## src/rtl/csw_defs.vh

```
// Purpose: Constants for the selective wake configuration bank
// Assumes: 7-bit register addresses, 8-bit data
// Notes:   Included by csw_config_bank.v
`ifndef CSW_DEFS_VH
`define CSW_DEFS_VH
`define CSW_ADDR_CTRL      7'h20
`define CSW_ADDR_BTQ       7'h21
`define CSW_ADDR_SPC       7'h22
`define CSW_ADDR_ID_TOP    7'h23
`define CSW_ADDR_ID_UMID   7'h24
`define CSW_ADDR_ID_LMID   7'h25
`define CSW_ADDR_ID_BOT    7'h26
`define CSW_ADDR_MASK_TOP  7'h27
`define CSW_RST_CTRL       8'h00
`define CSW_RST_BTQ        8'ha0
`define CSW_RST_SPC        6'h33
`define CSW_RST_ID         8'h00
`define CSW_RST_BOT        7'h00
`define CSW_BIT_CAL        7
`define CSW_BIT_TRIM_HI    6
`define CSW_BIT_TRIM_LO    5
`define CSW_BIT_TO_MASK    4
`define CSW_BIT_CONFIG_VALID    0
`define CSW_TRIM_UNLOCK    2'h3
`define CSW_BIT_RTR        1
`define CSW_BIT_IDE        0
`endif

```

## src/rtl/csw_config_bank.v

```verilog
// Purpose: Selective wake configuration register bank
// Assumes: Serial control port already decoded into wr/rd strobes with address and data
// Notes:   One clock; reads are combinational from flip-flops
// Overview of operation
// - Calibration enable bit 7 turns oscillator calibration mode on or off.
// - Trim unlock field bits 6:5 unlocks calibration only when it holds 11.
// - Unlocked, enabled calibration uses transceiver tx input as trim reference.
// - Wake option register writes accepted only while trim unlock holds 11.
// - Time-out mask bit 4 gates the bus time-out onto the interrupt output.
// - Time-out flag updates only while selective wake is enabled.
// - Reserved bits always read as zero.
// - Host validates config then sets config valid; wake enabled only while set.
// - Config valid clears on wake-up, power-on reset, or config data change.
// - In Stop mode any CAN or wake config write clears config valid.
// - Eight-bit quanta per bit; quantum length set by quantum clock select.
// - Six-bit sample point fraction below one.
// - Expected 29-bit identifier spread over four registers, low bits at 6:2.
// - Extension bit 0 selects standard or extended identifier length.
// - Reset loads bit time 0xa0, sample point 0x33, others zero.
// - Mask bit one compares the identifier bit, zero ignores it.
// - Wake frame matches only when its length code equals the configured one.
`timescale 1ns/100ps
`include "csw_defs.vh"
module csw_config_bank #(
   parameter ID_W = 29
) (
   input  wire            clock,
   input  wire            rst,
   input  wire            soft_rst,
   input  wire            wr_en,
   input  wire            rd_en,
   input  wire [6:0]      addr,
   input  wire [7:0]      wr_data,
   output reg  [7:0]      rd_data,
   input  wire            cfg_write_other,
   input  wire            stop_mode,
   input  wire            normal_mode,
   input  wire            wake_event,
   input  wire            bus_timeout_event,
   input  wire            transceiver_tx_input,
   input  wire            wake_option_wr,
   output wire            wake_option_wr_accept,
   output wire            calibration_active,
   output wire            trim_reference,
   output wire            selective_wake_en,
   output reg             bus_timeout_flag,
   output wire            irq,
   output wire [7:0]      quanta_per_bit,
   output wire [5:0]      sample_point_fraction,
   output wire [ID_W-1:0] expected_id,
   output wire            expected_ide,
   output wire            expected_rtr,
   output wire [7:0]      id_mask_top,
   output wire            cfg_clear_pulse
);
   reg        calibration_enable_r;
   reg [1:0]  trim_unlock_r;
   reg        bus_timeout_irq_enable_r;
   reg        config_valid_r;
   reg [7:0]  btq_r;
   reg [5:0]  spc_r;
   reg [7:0]  id_top_r;
   reg [7:0]  id_umid_r;
   reg [7:0]  id_lmid_r;
   reg [6:0]  id_bot_r;
   reg [7:0]  mask_top_r;
   wire       unlocked;
   wire       wr_ctrl;
   wire       wr_cfg_data;
   wire       config_valid_set;
   wire       config_valid_clr;

   assign unlocked = (trim_unlock_r == `CSW_TRIM_UNLOCK);
   assign calibration_active = calibration_enable_r & unlocked;
   assign trim_reference = calibration_active & transceiver_tx_input;
   assign wake_option_wr_accept = wake_option_wr & unlocked;
   assign wr_ctrl = wr_en & (addr == `CSW_ADDR_CTRL);
   assign wr_cfg_data = (wr_en & (addr >= `CSW_ADDR_BTQ) & (addr <= `CSW_ADDR_MASK_TOP))
                        | cfg_write_other;
   assign cfg_clear_pulse = wr_cfg_data | (stop_mode & (wr_ctrl | wr_cfg_data));
   assign config_valid_set = wr_ctrl & wr_data[`CSW_BIT_CONFIG_VALID] & ~stop_mode;
   assign config_valid_clr = cfg_clear_pulse | wake_event | soft_rst |
                        (wr_ctrl & ~wr_data[`CSW_BIT_CONFIG_VALID]);
   assign selective_wake_en = config_valid_r;
   assign irq = bus_timeout_flag & bus_timeout_irq_enable_r;
   assign quanta_per_bit = btq_r;
   assign sample_point_fraction = spc_r;
   assign expected_id = {id_top_r, id_umid_r, id_lmid_r, id_bot_r[6:2]};
   assign expected_rtr = id_bot_r[`CSW_BIT_RTR];
   assign expected_ide = id_bot_r[`CSW_BIT_IDE];
   assign id_mask_top = mask_top_r;

   always @(posedge clock or posedge rst) begin
      if (rst) begin
         calibration_enable_r     <= 1'b0;
         trim_unlock_r            <= 2'h0;
         bus_timeout_irq_enable_r <= 1'b0;
         config_valid_r           <= 1'b0;
         btq_r                    <= `CSW_RST_BTQ;
         spc_r                    <= `CSW_RST_SPC;
         id_top_r                 <= `CSW_RST_ID;
         id_umid_r                <= `CSW_RST_ID;
         id_lmid_r                <= `CSW_RST_ID;
         id_bot_r                 <= `CSW_RST_BOT;
         mask_top_r               <= `CSW_RST_ID;
         bus_timeout_flag         <= 1'b0;
      end else if (soft_rst) begin
         calibration_enable_r     <= 1'b0;
         trim_unlock_r            <= 2'h0;
         bus_timeout_irq_enable_r <= 1'b0;
         config_valid_r           <= 1'b0;
         btq_r                    <= `CSW_RST_BTQ;
         spc_r                    <= `CSW_RST_SPC;
         id_top_r                 <= `CSW_RST_ID;
         id_umid_r                <= `CSW_RST_ID;
         id_lmid_r                <= `CSW_RST_ID;
         id_bot_r                 <= `CSW_RST_BOT;
         mask_top_r               <= `CSW_RST_ID;
         bus_timeout_flag         <= 1'b0;
      end else begin
         if (wr_ctrl) begin
            calibration_enable_r     <= wr_data[`CSW_BIT_CAL];
            trim_unlock_r            <= wr_data[`CSW_BIT_TRIM_HI:`CSW_BIT_TRIM_LO];
            bus_timeout_irq_enable_r <= wr_data[`CSW_BIT_TO_MASK];
         end
         if (config_valid_set & ~cfg_clear_pulse & ~wake_event)
            config_valid_r <= 1'b1;
         else if (config_valid_clr)
            config_valid_r <= 1'b0;
         if (wr_en) begin
            case (addr)
               `CSW_ADDR_BTQ:      btq_r      <= wr_data;
               `CSW_ADDR_SPC:      spc_r      <= wr_data[5:0];
               `CSW_ADDR_ID_TOP:   id_top_r   <= wr_data;
               `CSW_ADDR_ID_UMID:  id_umid_r  <= wr_data;
               `CSW_ADDR_ID_LMID:  id_lmid_r  <= wr_data;
               `CSW_ADDR_ID_BOT:   id_bot_r   <= wr_data[6:0];
               `CSW_ADDR_MASK_TOP: mask_top_r <= wr_data;
               default: ;
            endcase
         end
         if (config_valid_r & (normal_mode | stop_mode)) begin
            if (bus_timeout_event)
               bus_timeout_flag <= 1'b1;
            else if (rd_en & wr_ctrl)
               bus_timeout_flag <= 1'b0;
         end
      end
   end

   always @* begin
      case (addr)
         `CSW_ADDR_CTRL:     rd_data = {calibration_enable_r, trim_unlock_r,
                                        bus_timeout_irq_enable_r, 3'h0, config_valid_r};
         `CSW_ADDR_BTQ:      rd_data = btq_r;
         `CSW_ADDR_SPC:      rd_data = {2'h0, spc_r};
         `CSW_ADDR_ID_TOP:   rd_data = id_top_r;
         `CSW_ADDR_ID_UMID:  rd_data = id_umid_r;
         `CSW_ADDR_ID_LMID:  rd_data = id_lmid_r;
         `CSW_ADDR_ID_BOT:   rd_data = {1'b0, id_bot_r};
         `CSW_ADDR_MASK_TOP: rd_data = mask_top_r;
         default:            rd_data = 8'h00;
      endcase
   end
endmodule // csw_config_bank

```

## config.mk

```make
export PLATFORM = sky130hd
export DESIGN_NAME = csw_config_bank
export DESIGN_NICKNAME = d
export VERILOG_FILES = /design/src/rtl/csw_config_bank.v
export VERILOG_INCLUDE_DIRS = /design/src /design/src/rtl
export SDC_FILE = /design/constraint.sdc
export NUM_CORES = 1
export LEC_CHECK = 0
export BUFFER_PORTS_ARGS = -buffer_cell sky130_fd_sc_hd__buf_2
export CAP_MARGIN = 10
export CORE_UTILIZATION = 55
export CTS_BUF_LIST = sky130_fd_sc_hd__clkbuf_16
export CTS_CLUSTER_SIZE = 14
export DETAILED_ROUTE_END_ITERATION = 7
export PLACE_DENSITY_LB_ADDON = 0.25
export SLEW_MARGIN = 20
export SYNTH_ARGS = -nofsm -noshare
export SYNTH_HDL_FRONTEND = slang
export SYNTH_SLANG_ARGS = --single-unit
```

## constraint.sdc

```tcl
create_clock -name clock -period 2.75 [get_ports clock]
set_clock_uncertainty 0.05 [all_clocks]
set_input_delay 0.1375 -clock clock [delete_from_list [all_inputs] [get_ports clock]]
set_output_delay 0.1375 -clock clock [all_outputs]
set_load 0.005 [all_outputs]
```

Yosys cells after proc, flatten, opt, wreduce, memory -nomap -nowiden:

Index checks and enable logic that the tools add are counted.

* $lt $le $gt $ge: 2
* equal/unequal tests: 9
* mux-type cells: 35
* bitwise gates (word level): 26
* reductions and logical operators: 20

Operators with widths (count)
* $mux 8: 15
* $pmux 8 s8: 1
* $eq 7x6->1 const B: 8
* $mux 7: 3
* $reduce_bool 2->1: 10
* $mux 6: 3
* $reduce_and 2->1: 8
* $and 1x1->1: 15
* $mux 1: 11
* $ge 7x6->1 const B: 1
* $le 7x6->1 const B: 1
* $or 1x1->1: 7
* $reduce_bool 3->1: 2
* $mux 2: 2
* $not 1->1: 4
* $eq 2x2->1 const B: 1

* flip-flop bits (word level): 59
* input bits: 27
* output and inout port bits: 68
* logic and storage cells: 104

Logic depth before layout (Yosys ltp):

* depth after elaboration: 13
* gate-level depth with buffers: 7
* mapped depth without buffers: 4

Least setup slack after synthesis:

No wires, ideal clock.

* kind: input to register
* start point: input port addr[3]
* end point: register id_top_r[0]
* setup time: 132 ps
* data arrival time: 1592 ps
* data required time: 2568 ps
* path slack: 976 ps
* stages: 6
* path buffers: 2
* cell sequence: or4b_1 > buf_6 > buf_8 > nor3_4 > mux2i_1 > nor2_1

* cells in the longest elaborated chain, start to end: 3

RTL lines
* start, declared: line csw_config_bank.v:32 `input wire [6:0] addr,`
* $eq 7x6->1: line csw_config_bank.v:131 `case (addr)`
* $reduce_bool 2->1 (no source line)
* $reduce_and 2->1 (no source line)
* end signal, assigned: line csw_config_bank.v:101 `` id_top_r <= `CSW_RST_ID; ``
* end signal, assigned: line csw_config_bank.v:114 `` id_top_r <= `CSW_RST_ID; ``
* end signal, assigned: line csw_config_bank.v:134 `` `CSW_ADDR_ID_TOP: id_top_r <= wr_data; ``
* end, declared: line csw_config_bank.v:62 `reg [7:0] id_top_r;`

No other way between the ends.
A chain may end at the register's enable or synchronous reset.

Final worst setup path:

* start point: input port addr[0]
* end point: output port rd_data[0]

* cells in the longest elaborated chain, start to end: 2
* elaborated cells between the ends (all ways): 9
* those cells by class: eq/ne (8); mux (1)

RTL lines
* $eq 7x6->1: line csw_config_bank.v:152 `case (addr)`
* $pmux 8 s8 *: line csw_config_bank.v:152
* end, declared: line csw_config_bank.v:34 `output reg [7:0] rd_data,`

Every way passes the cells marked *; elsewhere a longest branch is shown, timed or not.

==> flow_summary.json <==
{
  "slowest_stage": "buf_2",
  "relSlewSlack_pct": 27.74,
  "final_max_slew_viol_count": 0,
  "switching_share_pct": 22.66,
  "tightestPinTransition_ps": 1084,
  "cts_hold_buf": 1,
  "cp-start-kind": "input port",
  "antenna_cells": 0,
  "cts_root_buf": "clkbuf_16",
  "die_x_um": 76.86,
  "fin_crit_ps": 1947,
  "viasPerCell": 5.788,
  "grt_pass1_wl_mm": 13.24,
  "cp-end-kind": "output pin",
  "synth.distinct_cells": 42,
  "synth-seq-cells": 59,
  "seq_area_frac_synth_pct": 48.15,
  "rsz0062_at_grt": "no",
  "regArea_um2": 1484,
  "grt_pass1_vias": 2547,
  "layout.nets": 396,
  "h-tree-depth": 3,
  "fin_cells": 444,
  "synth_ff_type": "dfrtp_1",
  "dieArea_um2": 5907,
  "yosysTopAreaCell": "dfrtp_1",
  "ctsResizeCount": 0,
  "critPathKind": "in2out",
  "clk_pin_slew_ps": 50,
  "ys_warn_count": 0,
  "hold_path_class": "in2async",
  "gp_congestion": 0.7924,
  "worst_hold_slack_ps": -25.42,
  "fill_cells": 393,
  "synth_edf_count": 0,
  "row_count": 26,
  "crit_fanout": 27,
  "tns_ps": 0,
  "drt_iter0_drc": 198,
  "syn_area_um2": 3082,
  "tritoncts": "yes",
  "clkLatencyLatePin_ps": 310,
  "setup_viol_count_final": 0,
  "grt_max_degree": 60,
  "hold_viol_final": 28,
  "grt_usage_pct": 29.67,
  "cp_top_family": "buffers and inverters",
  "status": "complete, but fails checks",
  "critPathMaxStageDelay_ps": 490,
  "dp_cells": 427,
  "combPwrFrac_pct": 7.1,
  "p_leak_nw": 2.011,
  "clock-sinks": 59,
  "dr.pass1.iters": 4,
  "clock_power_share_pct": 47.9,
  "setup_slack_ps": 802.9,
  "portBuffers": 94,
  "cts_setup_buffers": 0,
  "synth_most_common_cell": "nor2_1",
  "crit_arrival_ps": 1760,
  "grt_overflow": 0,
  "wl_per_cell_um": 18.29,
  "violations": "negative hold slack",
  "p_per_area_nw_per_um2": 502.4,
  "path_cells": "buf_2 -> nor2b_1 -> a22oi_1 -> or2_2 -> a31oi_1 -> buf_2",
  "p_sw_uw": 440.2,
  "timing.fmax_mhz": 513.6,
  "cts_made_buffers": 9,
  "crit_top_cell": "buf_2",
  "routed_wl_mm": 8.119,
  "dieHeight_um": 76.86,
  "synthArstFlopShare_pct": 100.0,
  "multi_input_area_um2": 1479,
  "antenna_left": 0,
  "synth_area_leaders": "dfrtp_1, mux2i_1, nor2_1",
  "cp_num_buf_inv": 2,
  "area_growth_pct": 25.46,
  "syn-num-nets": 304,
  "core-area_um2": 5238,
  "drive_gt1_share_pct": 37.17,
  "synth_common_cells": "nor2_1, mux2i_1, dfrtp_1",
  "cts_max_path_buffers": 2,
  "drcViolationCount": 0,
  "ioPinCount": 95,
  "vias": 2570,
  "internal_power_mw": 1.502,
  "drv_cap": 0,
  "antenna_found_initial": 0,
  "start_util_pct": 58.84,
  "power_mw": 1.942,
  "vdd_drop_max_uv": 405.6,
  "pwr-share-seq_pct": 45.0,
  "post-place-ws_ps": 621.8,
  "dp_hpwl_mm": 5.369,
  "required_ps": 2560,
  "synth_top_area_share_pct": 43.04,
  "synth_cells": 277,
  "synth_area_per_cell_um2": 11.13,
  "finalCritPeriodShare_pct": 70.80
}
stage by stage:
stage	utilization [%]	cell area, um2
floorplan	-	3082
global placement	68.80	3603
detailed placement	68.80	3603
CTS	73.82	3866
global route	73.82	3866
finish	73.82	3866
worst min-delay path: stages:
cell and delay (ps):
buf_2 100, inv_2 30, buf_4 570
layer usage:
metal | part of all wire, % | vias up | track usage [%]
li1 | - | 1166 | -
met1 | 41 | 1251 | 40.64
met2 | 48 | 144 | 46.25
met3 | 9.6 | 9 | 7.738
met4 | 1.2 | 0 | 9.423
met5 | 0 | - | 0
placed cells by master (no fill, tap or decap), types with 6 or more instances in the layout:
| cell | count |
|---|---|
| a211o_1 | 6 |
| clkbuf_16 | 9 |
| nor2_1 | 59 |
| dfrtp_1 | 53 |
| dfstp_2 | 6 |
| mux2i_1 | 57 |
| mux2_2 | 7 |
| mux4_2 | 7 |
| buf_2 | 94 |
| buf_4 | 9 |
| nor2b_1 | 9 |
power by group through the flow:
stage	combinational (mW)	clock, mW	sequential (mW)
3_5_place_dp	0.135	0	0.888
3_3_place_gp	0.134	0	0.888
4_1_cts	0.137	0.947	0.874
6_report	0.137	0.931	0.874
2_1_floorplan	0.0857	0	0.888
5_1_grt	0.150	0.989	0.874
registers in the layout, indices dropped and copies added (netlist names):
signal / cells
bus_timeout_flag: 1
bus_timeout_irq_enable_r: 1
calibration_enable_r: 1
id_bot_r: 7
id_lmid_r: 8
id_mask_top: 8
id_top_r: 8
id_umid_r: 8
quanta_per_bit: 8
sample_point_fraction: 6
selective_wake_en: 1
trim_unlock_r: 2
area by class of cell:
cell class	instances	share of cell area, %
flip-flops and latches	59	38.38
multi-input cells	191	38.25
clock inverters	7	0.7120
well taps	70	2.265
repair buffers	104	14.17
inverters	4	0.3883
clock buffers	9	5.825
cells by family (layout without fill, tap and decap cells):
group                  after synthesis  in the layout  share of synthesized area [%]
DFF                                 59             59                          48.15
AOI/OAI and AO/OA                   24             24                          5.969
buffers and inverters               27            124                          4.060
and+or+nand+nor                     96             96                          15.63
muxes                               71             71                          26.19
path summary, 6_finish.rpt:
check                                       endpoint               from  cells after the start  slack, ps
worst max-delay path                      rd_data[0]            addr[0]                      6        800
worst min-delay path                    id_lmid_r[5]                rst                      3        -30
worst min register to register          id_umid_r[4]       id_umid_r[4]                      2        490
min in group clock                  bus_timeout_flag  bus_timeout_event                      3         20
max in group asynchronous       calibration_enable_r                rst                      3       2180
worst max register to register      bus_timeout_flag  selective_wake_en                      4       1680
Note: power is estimated with default switching activity, not from simulation.
